`config.mk`:
```
export PLATFORM = sky130hd
export DESIGN_NAME = aocs_top
export DESIGN_NICKNAME = d
export VERILOG_FILES = /design/src/common/aocs_pkg.sv /design/src/hdl/aocs_classify.sv /design/src/hdl/aocs_top.sv
export VERILOG_INCLUDE_DIRS = /design/src /design/src/common
export SDC_FILE = /design/constraint.sdc
export NUM_CORES = 1
export LEC_CHECK = 0
export ABC_AREA = 1
export BUFFER_PORTS_ARGS = -buffer_cell sky130_fd_sc_hd__buf_2
export CAP_MARGIN = 20
export CELL_PAD_IN_SITES_DETAIL_PLACEMENT = 1
export CELL_PAD_IN_SITES_GLOBAL_PLACEMENT = 1
export CORE_MARGIN = 5
export CORE_UTILIZATION = 43
export CTS_CLUSTER_DIAMETER = 120
export DETAILED_ROUTE_END_ITERATION = 10
export GPL_TIMING_DRIVEN = 0
export PLACE_DENSITY = 0.83
export SLEW_MARGIN = 0
export SYNTH_ARGS = -nofsm -noshare
export SYNTH_HDL_FRONTEND = slang
export SYNTH_SLANG_ARGS = --single-unit
```
`constraint.sdc`:
```
create_clock -name clk_i -period 9.35 [get_ports clk_i]
set_clock_uncertainty 0.05 [all_clocks]
set_input_delay 0.935 -clock clk_i [delete_from_list [all_inputs] [get_ports clk_i]]
set_output_delay 0.935 -clock clk_i [all_outputs]
set_load 0.005 [all_outputs]
```
`src/common/aocs_regs.svh`:
```
/*
  Register offsets, reset values and classification thresholds of the
  current output channel status block.
  Assumes a 32-bit classic Wishbone bus with byte addresses.
*/
`ifndef AOCS_REGS_SVH
`define AOCS_REGS_SVH

// ============================================================
// register byte offsets
`define AOCS_OFF_DEMAND 8'h00
`define AOCS_OFF_GUARD 8'h04
`define AOCS_OFF_CTRL 8'h08
`define AOCS_OFF_COMPACT 8'h0c
`define AOCS_OFF_FULL0 8'h10
`define AOCS_OFF_FULL1 8'h14

// ============================================================
// field positions and reset values
`define AOCS_CTRL_CYCLE_BIT 0
`define AOCS_RST_DEMAND 16'h0000
`define AOCS_RST_GUARD 7'h01
`define AOCS_GUARD_MAX 7'h64
`define AOCS_RST_STATE 8'h02

// ============================================================
// channel state codes
`define AOCS_ST_NOFIELD 8'h01
`define AOCS_ST_OFF 8'h02
`define AOCS_ST_NOLOAD 8'h03
`define AOCS_ST_ON 8'h04
`define AOCS_ST_COMPLY 8'h05
`define AOCS_ST_REVERSE 8'h06
`define AOCS_ST_FAULTED 8'h07

// ============================================================
// thresholds: counts are 256 per mA, voltages in mV
`define AOCS_COUNT_4MA 18'sh00400
`define AOCS_COUNT_MAX 18'sh01800
`define AOCS_COUNT_0P4MA 18'sh00066
`define AOCS_COUNT_0P2MA 18'sh00033
`define AOCS_MV_NOLOAD 18'sh003e8
`define AOCS_MV_REVERSE (-18'sh003e8)
`define AOCS_MV_FIELD 16'h4650
`define AOCS_GUARD_SCALE 25'h0000200
`define AOCS_GUARD_DIV 25'h000000a

`endif

```
`src/common/aocs_pkg.sv`:
```
/*
  Types shared by the current output channel status block.
  Assumes the constants of aocs_regs.svh alongside.
*/
package aocs_pkg;

    // ============================================================
    // sequencer of one application cycle
    typedef enum logic [1:0]
    {
        AOCS_IDLE,
        AOCS_EVAL
    } aocs_seq_e;

    typedef logic [7:0] aocs_code_t;

endpackage : aocs_pkg

```
`src/hdl/aocs_classify.sv`:
```
/*
  Combinational classifier of one current output channel.
  Assumes its inputs are held stable by registers in the parent.
*/
`timescale 1ns/10ps
`include "aocs_regs.svh"

module aocs_classify
    import aocs_pkg::*;
(
    // snapshot of demand and measurements
    input wire logic signed [15:0] demand_value_i,
    input wire logic signed [15:0] meas_count_i,
    input wire logic signed [15:0] term_mv_i,
    input wire logic [15:0] field_mv_i,
    input wire logic [6:0] guard_pct_i,
    input wire logic diag_fault_i,
    // classification result
    output aocs_code_t state_code_o,
    output logic line_fault_o,
    output logic discrepancy_o,
    output logic channel_fault_o,
    output logic signed [15:0] report_mv_o,
    output logic signed [15:0] report_count_o,
    output logic [15:0] demand_count_o
);

    logic signed [17:0] dem_raw;
    logic signed [17:0] dem_count;
    logic signed [17:0] meas18;
    logic signed [17:0] mv18;
    logic signed [17:0] diff;
    logic [17:0] adiff;
    logic [24:0] lhs;
    logic [24:0] rhs;
    logic gap;

    // ============================================================
    // demand to counts, then state priority
    always_comb
    begin
        dem_raw = 18'(demand_value_i) + `AOCS_COUNT_4MA;
        if (dem_raw < 18'sh0)
            dem_count = 18'sh0;
        else if (dem_raw > `AOCS_COUNT_MAX)
            dem_count = `AOCS_COUNT_MAX;
        else
            dem_count = dem_raw;
        meas18 = 18'(meas_count_i);
        mv18 = 18'(term_mv_i);
        diff = meas18 - dem_count;
        adiff = (diff < 18'sh0) ? 18'($unsigned(-diff)) : 18'($unsigned(diff));
        // compare |diff| against band without a divider
        lhs = 25'(adiff) * `AOCS_GUARD_DIV;
        rhs = 25'(guard_pct_i) * `AOCS_GUARD_SCALE;
        gap = (meas18 + `AOCS_COUNT_0P2MA) < dem_count;
        if (diag_fault_i)
            state_code_o = `AOCS_ST_FAULTED; // fault seen
        else if (mv18 < `AOCS_MV_REVERSE)
            state_code_o = `AOCS_ST_REVERSE;
        else if (field_mv_i <= `AOCS_MV_FIELD && dem_count < `AOCS_COUNT_0P4MA)
            state_code_o = `AOCS_ST_NOFIELD;
        else if (dem_count > `AOCS_COUNT_0P4MA && meas18 < `AOCS_COUNT_0P2MA
                 && mv18 < `AOCS_MV_NOLOAD)
            state_code_o = `AOCS_ST_NOLOAD;
        else if (dem_count > `AOCS_COUNT_0P4MA && gap)
            state_code_o = `AOCS_ST_COMPLY;
        else if (meas18 < `AOCS_COUNT_0P4MA)
            state_code_o = `AOCS_ST_OFF;
        else
            state_code_o = `AOCS_ST_ON;
        line_fault_o = (state_code_o == `AOCS_ST_NOFIELD)
                    || (state_code_o == `AOCS_ST_NOLOAD)
                    || (state_code_o == `AOCS_ST_COMPLY)
                    || (state_code_o == `AOCS_ST_REVERSE)
                    || (state_code_o == `AOCS_ST_FAULTED);
        channel_fault_o = (state_code_o == `AOCS_ST_FAULTED);
        discrepancy_o = channel_fault_o || (lhs > rhs);
        report_mv_o = term_mv_i;
        if (state_code_o == `AOCS_ST_NOFIELD || channel_fault_o)
            report_mv_o = 16'sh0;
        report_count_o = channel_fault_o ? 16'sh0 : meas_count_i;
        demand_count_o = 16'($unsigned(dem_count));
    end

endmodule : aocs_classify

```
`src/hdl/aocs_top.sv`:
```
/*
  Status and diagnosis top of one 4-20 mA current output channel:
  Wishbone register file, one-shot application cycle, registered views.
  Assumes measurement inputs are synchronous to clk_i and held steady
  by the converter front end while a cycle is requested.
*/
// Contract
// - demand 0 to 100 percent maps linearly to 4 to 20 mA.
// - line fault true for state codes 1, 3, 5, 6, 7.
// - discrepancy when loop and demand differ beyond guard band.
// - channel fault true only for electronics fault, state 7.
// - terminal voltage reported as signed millivolts.
// - loop current reported as signed count, 256 per mA.
// - state is an unsigned byte taking values 1 to 7.
// - state 1 when field supply at most 18 V, demand under 0.4 mA.
// - in state 1 reported voltage is zero.
// - state 2 when count below 102.
// - state 3 when demand above 0.4 mA, count under 51, under 1 V.
// - state 4 when count at least 102 and no fault.
// - state 5 when demand above 102 counts but unreachable by 0.2 mA.
// - in state 5 keep driving, no fail-safe, no channel fault.
// - state 6 when terminal voltage below minus 1000 mV.
// - a known diagnosed fault marks the channel faulted.
// - faulted gives state 7, all flags true, voltage and count zero.
// - compact view of demand and two flags; full view of all. The full view words hold state, three flags, voltage and count, but no demand.
// - guard band 0 to 100 percent, default 1 percent.
// - outputs and status update once per application cycle.
`timescale 1ns/10ps
`include "aocs_regs.svh"

module aocs_top
    import aocs_pkg::*;
(
    // clock and reset
    input wire logic clk_i,
    input wire logic rst_i,
    // classic wishbone slave
    input wire logic wb_cyc_i,
    input wire logic wb_stb_i,
    input wire logic wb_we_i,
    input wire logic [7:0] wb_adr_i,
    input wire logic [3:0] wb_sel_i,
    input wire logic [31:0] wb_dat_i,
    output logic [31:0] wb_dat_o,
    output logic wb_ack_o,
    // loop measurements and diagnostics
    input wire logic signed [15:0] meas_count_i,
    input wire logic signed [15:0] term_mv_i,
    input wire logic [15:0] field_mv_i,
    input wire logic diag_fault_i,
    // published channel status
    output logic [15:0] demand_value_o,
    output logic line_fault_flag_o,
    output logic discrepancy_flag_o,
    output logic channel_fault_flag_o,
    output logic signed [15:0] term_mv_o,
    output logic signed [15:0] raw_current_count_o,
    output logic [7:0] channel_state_code_o,
    output logic [15:0] drive_count_o,
    output logic status_valid_o
);

    // ============================================================
    // declarations

    logic ack_q;
    logic ack_d;
    logic [31:0] rdat_q;
    logic [31:0] rdat_d;
    logic [15:0] demand_q;
    logic [15:0] demand_d;
    logic [6:0] guard_q;
    logic [6:0] guard_d;
    logic req;
    logic wr;
    logic go;

    aocs_seq_e seq_q;
    aocs_seq_e seq_d;
    logic [15:0] sdem_q;
    logic [15:0] sdem_d;
    logic [15:0] smeas_q;
    logic [15:0] smeas_d;
    logic [15:0] smv_q;
    logic [15:0] smv_d;
    logic [15:0] sfield_q;
    logic [15:0] sfield_d;
    logic [6:0] sguard_q;
    logic [6:0] sguard_d;
    logic sdiag_q;
    logic sdiag_d;

    aocs_code_t c_state;
    logic c_lf;
    logic c_dis;
    logic c_chf;
    logic signed [15:0] c_mv;
    logic signed [15:0] c_count;
    logic [15:0] c_dem_count;

    logic [15:0] odem_q;
    logic [15:0] odem_d;
    logic olf_q;
    logic olf_d;
    logic odis_q;
    logic odis_d;
    logic ochf_q;
    logic ochf_d;
    logic [15:0] omv_q;
    logic [15:0] omv_d;
    logic [15:0] ocount_q;
    logic [15:0] ocount_d;
    logic [7:0] ostate_q;
    logic [7:0] ostate_d;
    logic [15:0] odrive_q;
    logic [15:0] odrive_d;
    logic ovalid_q;
    logic ovalid_d;

    // ============================================================
    // wishbone slave and software registers

    // a request is answered once; ack drops the cycle after it rose
    assign req = wb_cyc_i && wb_stb_i && !ack_q;
    assign wr = req && wb_we_i;
    // only the low byte lane carries the cycle strobe
    assign go = wr && (wb_adr_i == `AOCS_OFF_CTRL) && wb_sel_i[0]
             && wb_dat_i[`AOCS_CTRL_CYCLE_BIT];

    // bus next values: write decode and read mux
    always_comb
    begin
        ack_d = req;
        demand_d = demand_q;
        guard_d = guard_q;
        rdat_d = rdat_q;
        if (wr && wb_adr_i == `AOCS_OFF_DEMAND)
        begin
            if (wb_sel_i[0])
                demand_d[7:0] = wb_dat_i[7:0];
            if (wb_sel_i[1])
                demand_d[15:8] = wb_dat_i[15:8];
        end
        // guard band saturates at 100 percent
        if (wr && wb_adr_i == `AOCS_OFF_GUARD && wb_sel_i[0])
        begin
            if (wb_dat_i[7:0] > 8'(`AOCS_GUARD_MAX))
                guard_d = `AOCS_GUARD_MAX;
            else
                guard_d = wb_dat_i[6:0];
        end
        if (req)
        begin
            case (wb_adr_i)
                `AOCS_OFF_DEMAND: rdat_d = {16'h0000, demand_q};
                `AOCS_OFF_GUARD: rdat_d = {25'h0000000, guard_q};
                // compact view, demand plus two flags
                `AOCS_OFF_COMPACT: rdat_d = {14'h0000, odis_q, olf_q, odem_q};
                // full view adds fault, state, voltage, count
                `AOCS_OFF_FULL0: rdat_d = {16'h0000, ostate_q, 5'h00,
                                           ochf_q, odis_q, olf_q};
                `AOCS_OFF_FULL1: rdat_d = {ocount_q, omv_q};
                // control and unmapped words read as zero
                default: rdat_d = 32'h00000000;
            endcase
        end
    end

    // bus registers
    always_ff @(posedge clk_i)
    begin
        if (rst_i)
        begin
            ack_q <= 1'b0;
            rdat_q <= 32'h00000000;
            demand_q <= `AOCS_RST_DEMAND;
            guard_q <= `AOCS_RST_GUARD;
        end
        else
        begin
            ack_q <= ack_d;
            rdat_q <= rdat_d;
            demand_q <= demand_d;
            guard_q <= guard_d;
        end
    end

    // ============================================================
    // application cycle sequencer and input snapshot

    // snapshot taken at the strobe so the evaluation sees one instant
    always_comb
    begin
        seq_d = seq_q;
        sdem_d = sdem_q;
        smeas_d = smeas_q;
        smv_d = smv_q;
        sfield_d = sfield_q;
        sguard_d = sguard_q;
        sdiag_d = sdiag_q;
        case (seq_q)
            AOCS_IDLE:
            begin
                if (go)
                begin
                    seq_d = AOCS_EVAL;
                    sdem_d = demand_q;
                    smeas_d = meas_count_i;
                    smv_d = term_mv_i;
                    sfield_d = field_mv_i;
                    sguard_d = guard_q;
                    sdiag_d = diag_fault_i;
                end
            end
            // a strobe arriving here is dropped, the cycle is busy
            AOCS_EVAL: seq_d = AOCS_IDLE;
            default: seq_d = AOCS_IDLE;
        endcase
    end

    // sequencer registers
    always_ff @(posedge clk_i)
    begin
        if (rst_i)
        begin
            seq_q <= AOCS_IDLE;
            sdem_q <= 16'h0000;
            smeas_q <= 16'h0000;
            smv_q <= 16'h0000;
            sfield_q <= 16'h0000;
            sguard_q <= `AOCS_RST_GUARD;
            sdiag_q <= 1'b0;
        end
        else
        begin
            seq_q <= seq_d;
            sdem_q <= sdem_d;
            smeas_q <= smeas_d;
            smv_q <= smv_d;
            sfield_q <= sfield_d;
            sguard_q <= sguard_d;
            sdiag_q <= sdiag_d;
        end
    end

    // ============================================================
    // classification of the snapshot

    aocs_classify u_classify
    (
        .demand_value_i (sdem_q),
        .meas_count_i (smeas_q),
        .term_mv_i (smv_q),
        .field_mv_i (sfield_q),
        .guard_pct_i (sguard_q),
        .diag_fault_i (sdiag_q),
        .state_code_o (c_state),
        .line_fault_o (c_lf),
        .discrepancy_o (c_dis),
        .channel_fault_o (c_chf),
        .report_mv_o (c_mv),
        .report_count_o (c_count),
        .demand_count_o (c_dem_count)
    );

    // ============================================================
    // published status and loop drive

    // views change only in the evaluation cycle, never mid-cycle
    always_comb
    begin
        odem_d = odem_q;
        olf_d = olf_q;
        odis_d = odis_q;
        ochf_d = ochf_q;
        omv_d = omv_q;
        ocount_d = ocount_q;
        ostate_d = ostate_q;
        odrive_d = odrive_q;
        ovalid_d = 1'b0;
        if (seq_q == AOCS_EVAL)
        begin
            odem_d = sdem_q;
            olf_d = c_lf;
            odis_d = c_dis;
            ochf_d = c_chf;
            omv_d = c_mv;
            ocount_d = c_count;
            // code from the 1 to 7 set only
            ostate_d = c_state;
            ovalid_d = 1'b1;
            odrive_d = c_chf ? 16'h0000 : c_dem_count;
        end
    end

    // status registers, reset to an idle off channel
    always_ff @(posedge clk_i)
    begin
        if (rst_i)
        begin
            odem_q <= 16'h0000;
            olf_q <= 1'b0;
            odis_q <= 1'b0;
            ochf_q <= 1'b0;
            omv_q <= 16'h0000;
            ocount_q <= 16'h0000;
            ostate_q <= `AOCS_RST_STATE;
            odrive_q <= 16'h0000;
            ovalid_q <= 1'b0;
        end
        else
        begin
            odem_q <= odem_d;
            olf_q <= olf_d;
            odis_q <= odis_d;
            ochf_q <= ochf_d;
            omv_q <= omv_d;
            ocount_q <= ocount_d;
            ostate_q <= ostate_d;
            odrive_q <= odrive_d;
            ovalid_q <= ovalid_d;
        end
    end

    // every output straight from a flip-flop
    assign wb_ack_o = ack_q;
    assign wb_dat_o = rdat_q;
    assign demand_value_o = odem_q;
    assign line_fault_flag_o = olf_q;
    assign discrepancy_flag_o = odis_q;
    assign channel_fault_flag_o = ochf_q;
    assign term_mv_o = omv_q;
    assign raw_current_count_o = ocount_q;
    assign channel_state_code_o = ostate_q;
    assign drive_count_o = odrive_q;
    assign status_valid_o = ovalid_q;

    // ============================================================
    // assertions

    property p_lf_codes;
        @(posedge clk_i) disable iff (rst_i)
        olf_q == (ostate_q == 8'h01 || ostate_q == 8'h03 || ostate_q == 8'h05
                  || ostate_q == 8'h06 || ostate_q == 8'h07);
    endproperty
    a_lf_codes: assert property (p_lf_codes)
        else $error("line fault disagrees with state code");

    property p_chf_state;
        @(posedge clk_i) disable iff (rst_i)
        ochf_q == (ostate_q == 8'h07);
    endproperty
    a_chf_state: assert property (p_chf_state)
        else $error("channel fault without state 7");

    property p_code_range;
        @(posedge clk_i) disable iff (rst_i)
        ostate_q >= 8'h01 && ostate_q <= 8'h07;
    endproperty
    a_code_range: assert property (p_code_range)
        else $error("state code outside 1 to 7");

    property p_nofield_mv;
        @(posedge clk_i) disable iff (rst_i)
        ostate_q == 8'h01 |-> omv_q == 16'h0000;
    endproperty
    a_nofield_mv: assert property (p_nofield_mv)
        else $error("voltage not blanked in state 1");

    property p_fault_safe;
        @(posedge clk_i) disable iff (rst_i)
        ostate_q == 8'h07 |-> olf_q && odis_q && omv_q == 16'h0000
                              && ocount_q == 16'h0000 && odrive_q == 16'h0000;
    endproperty
    a_fault_safe: assert property (p_fault_safe)
        else $error("faulted channel shows unsafe values");

    property p_cycle_once;
        @(posedge clk_i) disable iff (rst_i)
        (seq_q == AOCS_IDLE && go) |-> !ovalid_q ##2 ovalid_q ##1 !ovalid_q;
    endproperty
    a_cycle_once: assert property (p_cycle_once)
        else $error("cycle strobe did not publish exactly once");

    property p_change_at_publish;
        @(posedge clk_i) disable iff (rst_i)
        ($changed(ostate_q) || $changed(ocount_q)) |-> ovalid_q;
    endproperty
    a_change_at_publish: assert property (p_change_at_publish)
        else $error("status changed outside a cycle");

    property p_comply_drive;
        @(posedge clk_i) disable iff (rst_i)
        ostate_q == 8'h05 |-> !ochf_q && odrive_q > 16'h0066;
    endproperty
    a_comply_drive: assert property (p_comply_drive)
        else $error("compliance state stopped driving");

    property p_guard_range;
        @(posedge clk_i) disable iff (rst_i)
        guard_q <= 7'h64;
    endproperty
    a_guard_range: assert property (p_guard_range)
        else $error("guard band above 100 percent");

    property p_ack_pulse;
        @(posedge clk_i) disable iff (rst_i)
        ack_q |=> !ack_q;
    endproperty
    a_ack_pulse: assert property (p_ack_pulse)
        else $error("ack held longer than one cycle");

endmodule : aocs_top

```
**After elaboration in Yosys (flattened, before gate mapping)**

Cells that the tools add are included.

- Register bits: 205
- Output and inout bits: 109
- Logic and storage cells: 91

- $add $sub $neg: 4
- $mul: 1
- Order comparisons: 13
- Equal/unequal tests: 10
- Multiplexer cells: 15
- Bitwise operators: 1
- Reductions and logical operators: 26

Operators with widths:

| cell | count |
|---|---|
| $pmux 32 s5 | 1 |
| $mux 18 | 3 |
| $mux 16 | 3 |
| $mux 8 | 5 |
| $lt 18x1->1 const B | 2 |
| $eq 8x3->1 const B | 4 |
| $lt 16x11->1 const B | 2 |
| $gt 22x16->1 | 1 |
| $mul 18x3->21 const B | 1 |
| $gt 18x14->1 const B | 1 |
| $gt 18x8->1 const B | 1 |
| $lt 18x18->1 | 1 |
| $lt 18x8->1 const B | 1 |
| $neg 18->18 | 1 |
| $sub 16x18->18 | 1 |
| $add 16x12->17 const B | 1 |
| $add 16x7->17 const B | 1 |
| $eq 8x4->1 const B | 2 |
| $eq 8x5->1 const B | 2 |
| $le 16x15->1 const B | 1 |
| $lt 16x7->1 const B | 1 |
| $lt 16x8->1 const B | 1 |
| $logic_and 1x1->1 | 13 |
| $eq 8x1->1 const B | 1 |
| 12 further kinds | 19 |

**Depth between registers and ports, before layout**

- Word-level depth: 16
- Mapped depth: 46
- Mapped depth without buffers: 46

**Cells and area by module**

A second synthesis with hierarchy kept.

- Cells, all modules: 1,779
- Area, all modules: 12,304.3 sq um

By module, submodules not included:

| module | times used | cells an instance | area each (sq um) | seq. area each (sq um) |
|---|---|---|---|---|
| aocs_top | 1 | 911 | 7,633.6 | 4,103.9 |
| aocs_classify | 1 | 868 | 4,670.7 | 0.0 |

**Worst setup path after synthesis**

OpenSTA, ideal clock, no wires.

- Path kind: register -> register
- From: reg sdem_q[12]
- To: reg odis_q (netlist: discrepancy_flag_o)
- Library setup time: 0.113 ns
- Arrival: 5.999 ns
- Required time: 9.187 ns
- Setup slack: 3.188 ns
- Stages on the path, launching flop included: 41
- Path buffers: 0
- Period minus slack after synthesis: 6.162 ns
- Cell sequence: dfxtp_1 nand3_2 nor2_4 xor2_4 nand2_1 or3_1 o311ai_2 nand3_1 fa_1 nand3_1 nand3_1 nand2_1 nand2_1 nand2_1 nand2_1 nand2_1 nor2_1 nor3b_2 [... 5 more ...] inv_1 a31oi_1 nand2_1 a31oi_1 o21ai_0 xor2_1 ha_1 nand4_1 nor4_1 nand3_1 nor2_1 nand2_1 nand2_1 nand2_1 inv_1 nand2_1 nand2_1 nand2_1

- Longest elaborated chain between the ends: 13
- Elaborated cells on any way between the ends: 25
- Classes of those cells: add/sub: 3; mul: 1; order compare: 7; eq/ne: 1; mux: 8; reduce/logical: 5

Ends and longest elaborated chain:

| item | RTL line | source |
|---|---|---|
| start: declaration | aocs_top.sv:80 | `logic [15:0] sdem_q;` |
| start signal: assignment | aocs_top.sv:237 | `sdem_q <= sdem_d;` |
| $add 16x12->17 (no line) (*) | -- |  |
| $gt 18x14->1 (no line) | -- |  |
| $mux 18 | aocs_classify.sv:45 | `` else if (dem_raw > `AOCS_COUNT_MAX) `` |
| $mux 18 (*) | aocs_classify.sv:43 | `if (dem_raw < 18'sh0)` |
| parallel branches: the longest is 8 deep, another holds $gt 22x16->1 | -- |  |
| $logic_or 1x1->1 (*) | aocs_classify.sv:78 | `discrepancy_o = channel_fault_o \|\| (lhs > rhs);` |
| end signal: assignment | aocs_top.sv:315 | `odis_q <= odis_d;` |
| end: declaration | aocs_top.sv:105 | `logic odis_q;` |

Every way passes the cells marked *.
A chain may end at the register's enable or synchronous reset.

**Worst setup path after layout**

- From: reg sdem_q[14]
- To: reg odis_q (netlist: discrepancy_flag_o)

Same word-level chain as after synthesis.

==> results.md <==
- Cell count after placement: 2136
- Critical path arrival: 7.90 ns
- Clock network latency to the later pin of the worst-skew pair: 0.47 ns
- CP Class: register to register
- Total detailed-routing wirelength: 43540 um
- Die outline area: 29800 um^2
- Adder-Cell Fraction of Synth Area: 8.382%
- Die Span Y: 172.6 um
- Number of nets in the layout: 1993
- Post-route cell area: 13410 um^2
- Wire length of the first global-routing pass: 68150 um
- Worst slew slack as a fraction of its limit: 40.68%
- Required time at the endpoint of the critical path: 9.65 ns
- Layout cell share with drive strength beyond 1: 14.13%
- Quantity of I/O buffers inserted on ports: 182
- Crit path max-delay cell type: o311ai_2
- First-pass DRT Iterations: 5
- Initial antenna violation count: 0
- Setup-violating endpoint count in the final report: 0
- Maximum fanout count along the critical path: 8
- Top-area cell type share of the netlist area: 35.20%
- Ratio of total power to cell area: 134.2 nW/um^2
- Via density per instance: 5.546
- DRC violation total after the first TritonRoute iteration: 805
- Number of hold buffers added after cts: 0
- Fraction of the mapped netlist area in compound gates: 18.50%
- Nature of the critical path startpoint: register
- CTS sink count: 200
- Setup repair after global routing missed its margin: no
- Routed WL per cell: 20.08 um
- Count of instances resized after the clock tree is built: 0
- Post-route insts no fill: 2168
- Final antenna-violating net count: 0
- Synth warnings: 0
- Post-synthesis share of cell area spent on and, or, nand and nor gates: 24.27%
- Critical Path Max Stage Delay: 0.49 ns
- Setup slack on the worst flop-to-flop path: 1.75 ns
- Post-CTS repair timing setup buffer count: 0
- Fraction of the yosys area taken by sequential cells: 35.20%
- Post-synthesis cell count: 1609
- Number of synthesized flops with an enable pin: 0
- Diodes inserted: 0
- Total Routing Usage GR: 28.10%
- Post-route minimum period: 7.605 ns
- Die outline width: 172.6 um
- Share of the synthesized netlist area taken by xor and xnor gates: 3.696%
- Tightest hold margin: 0.3954 ns
- Vias in the first global route: 12270
- Total via count after detailed routing: 12020
- Clock Tree Buf Depth: 2
- DPL Wire Length: 33960 um
- Pin count of the biggest net entering global routing: 23
- Peak supply drop: 118.8 uV
- Cell type with the highest aggregate area in the netlist: dfxtp_1
- Worst-Margin Slew: 0.8898 ns
- Synth cell types: 56
- Number of levels in the clock H-tree: 4
- Synthesis-to-finish area growth: 17.89%
- Overflow left after global routing: 0
- Class of the worst hold path: register to register
- Remaining design rule violation count: 0
- Mean instance size in the synthesized netlist: 7.069 um^2
- TritonCTS clock tree: built
- Count of endpoints failing hold in the final timing report: 0
- Max-cap violation count: 0
- Cell occurring most often along the worst timing path: nand2_1
- Root Buffer: clkbuf_16
- Cell leakage power: 0.006377 uW
- Max-slew violations: 0
- Synth area leaders: dfxtp_1 (35%), nand2_1 (11%), ha_1 (8.0%), inv_1 (7.5%), nor2_1 (5.7%)
- Combinational family with the most area after synthesis: simple AND/OR/NAND/NOR gates
- Summed instance area of the synthesized netlist: 11370 um^2
- Top-level I/O count: 207
- Core footprint: 26060 um^2
- Placement Rows: 59
- Clock-pin slew on the worst setup and hold paths: 0.09 ns
- Setup crit end kind: register
- Final worst path period share: 81.33%
- Initial core utilization: 43.65%
- Clock buffer count from CTS: 17
- Setup total negative slack: 0 ns
- Proportion of synthesized area in mux cells: 0%
- Placer Congestion: 0.9287
- Fill cells: 3523
- Fraction of synthesis flops using an asynchronous set or reset pin: 0%
- Outcome: finished clean
- Register bit total from synthesis: 200
- Primary flip-flop cell chosen by synthesis mapping: dfxtp_1
- Fmax: 131.5 MHz
- Cell area after placement: 12740 um^2
- Core utilization of the finished layout: 51.46%
[flip-flops by register name, summed over array words and instances (netlist names)]
signal and flops:
smv_q 16, seq_q 1, wb_ack_o 1, demand_q 16, smeas_q 16, channel_state_code_o 3, status_valid_o 1, sdem_q 16
sdiag_q 1, channel_fault_flag_o 1, demand_value_o 16, sfield_q 16, sguard_q 7, raw_current_count_o 16, drive_count_o 16, discrepancy_flag_o 1
term_mv_o 16, guard_q 7, wb_dat_o 32, line_fault_flag_o 1
[worst max-delay path, delay by kind of cell (launching register included)]
family                     cells  cell delay (ns)
AOI/OAI and AO/OA              5             1.22
xor gates and xnor gates       3             0.60
adders and majority gates      4             1.44
buffers and inverters          4             0.45
DFF                            1             0.43
and+or+nand+nor               22             3.30
[where the power goes]
group	leakage, uW	switching, uW	internal, uW	total, uW
registers	0.00161	2.47	855	858
clock network	0.000321	422	425	847
logic	0.00444	62.1	32.6	94.7
total	0.00638	487	1310	1800
[cells by family after synthesis]
logic type	count (synthesis)
and+or+nand+nor	647
AOI/OAI and AO/OA	349
buffers and inverters	291
DFF	200
adders and majority gates	75
xor gates and xnor gates	45
other	2
[final cells by class]
cell class                      instances  area, um^2  area share, %
Timing Repair Buffer                  182       910.9          6.793
Buffer                                 60       257.7          1.922
Sequential cell                       200        4004          29.86
Multi-Input combinational cell       1128        6284          46.86
Clock inverter                         15       241.5          1.801
Clock buffer                           17       425.4          3.173
Inverter                              231       867.1          6.466
Tap cell                              335       419.2          3.126
[per-stage QoR]
stage	total power (uW)	worst slack (ns)
after floorplan	925.2	3.188
after global placement	968.3	1.946
after detailed placement	970.7	1.763
after CTS	1800	1.714
after global routing	1844	0.9746
final	1799	1.745
[cells in the mapped netlist, drive strengths merged (4+ instances only)]
cell type and instances:
a211oi 51, a21oi 97, a31oi 11, buf 11
clkbuf 49, dfxtp 200, ha 73, inv 229
nand2 328, nand3 65, nand3b 4, nand4 26
nor2 180, nor3 22, nor4 10, o211ai 5
o21ai 128, o22ai 38, or2 4, or3 4
xnor2 10, xor2 35
[cell usage in the layout (no fill, tap or decap), types with 4 or more instances in the layout]
master and n:
a211oi_1 51, a21oi_1 97, a31oi_1 11, buf_2 184
buf_4 5, clkbuf_1 49, clkbuf_16 17, clkinv_8 5
conb_1 12, dfxtp_1 200, ha_1 73, inv_1 228
nand2_1 325, nand3_1 62, nand4_1 26, nor2_1 173
nor2_2 4, nor3_1 22, nor4_1 9, o211ai_1 5
o21ai_0 120, o22ai_1 30, o22ai_2 8, or3_1 4
xnor2_1 10, xor2_1 33
[metal layers]
metal  wire length (um)  vias up  GRT usage (%)  part of all wire [%]
li1                   -     5724              -                     -
met1              19310     5818          37.43                    44
met2              20670      407          47.40                    47
met3               2468       74          4.323                   5.7
met4               1089        0          7.791                   2.5
met5                  0        -              0                     0
[final timing paths]
path,cells past startpoint,to,from
worst max-delay path,38,discrepancy_flag_o$_SDFFE_PP0P_,sdem_q[14]$_SDFFE_PP0P_
worst min-delay path,2,drive_count_o[14]$_SDFFE_PP0P_,drive_count_o[14]$_SDFFE_PP0P_
worst max register to register,38,discrepancy_flag_o$_SDFFE_PP0P_,sdem_q[14]$_SDFFE_PP0P_
worst min register to register,2,drive_count_o[14]$_SDFFE_PP0P_,drive_count_o[14]$_SDFFE_PP0P_
No activity file was read; power rests on OpenSTA's default activity.
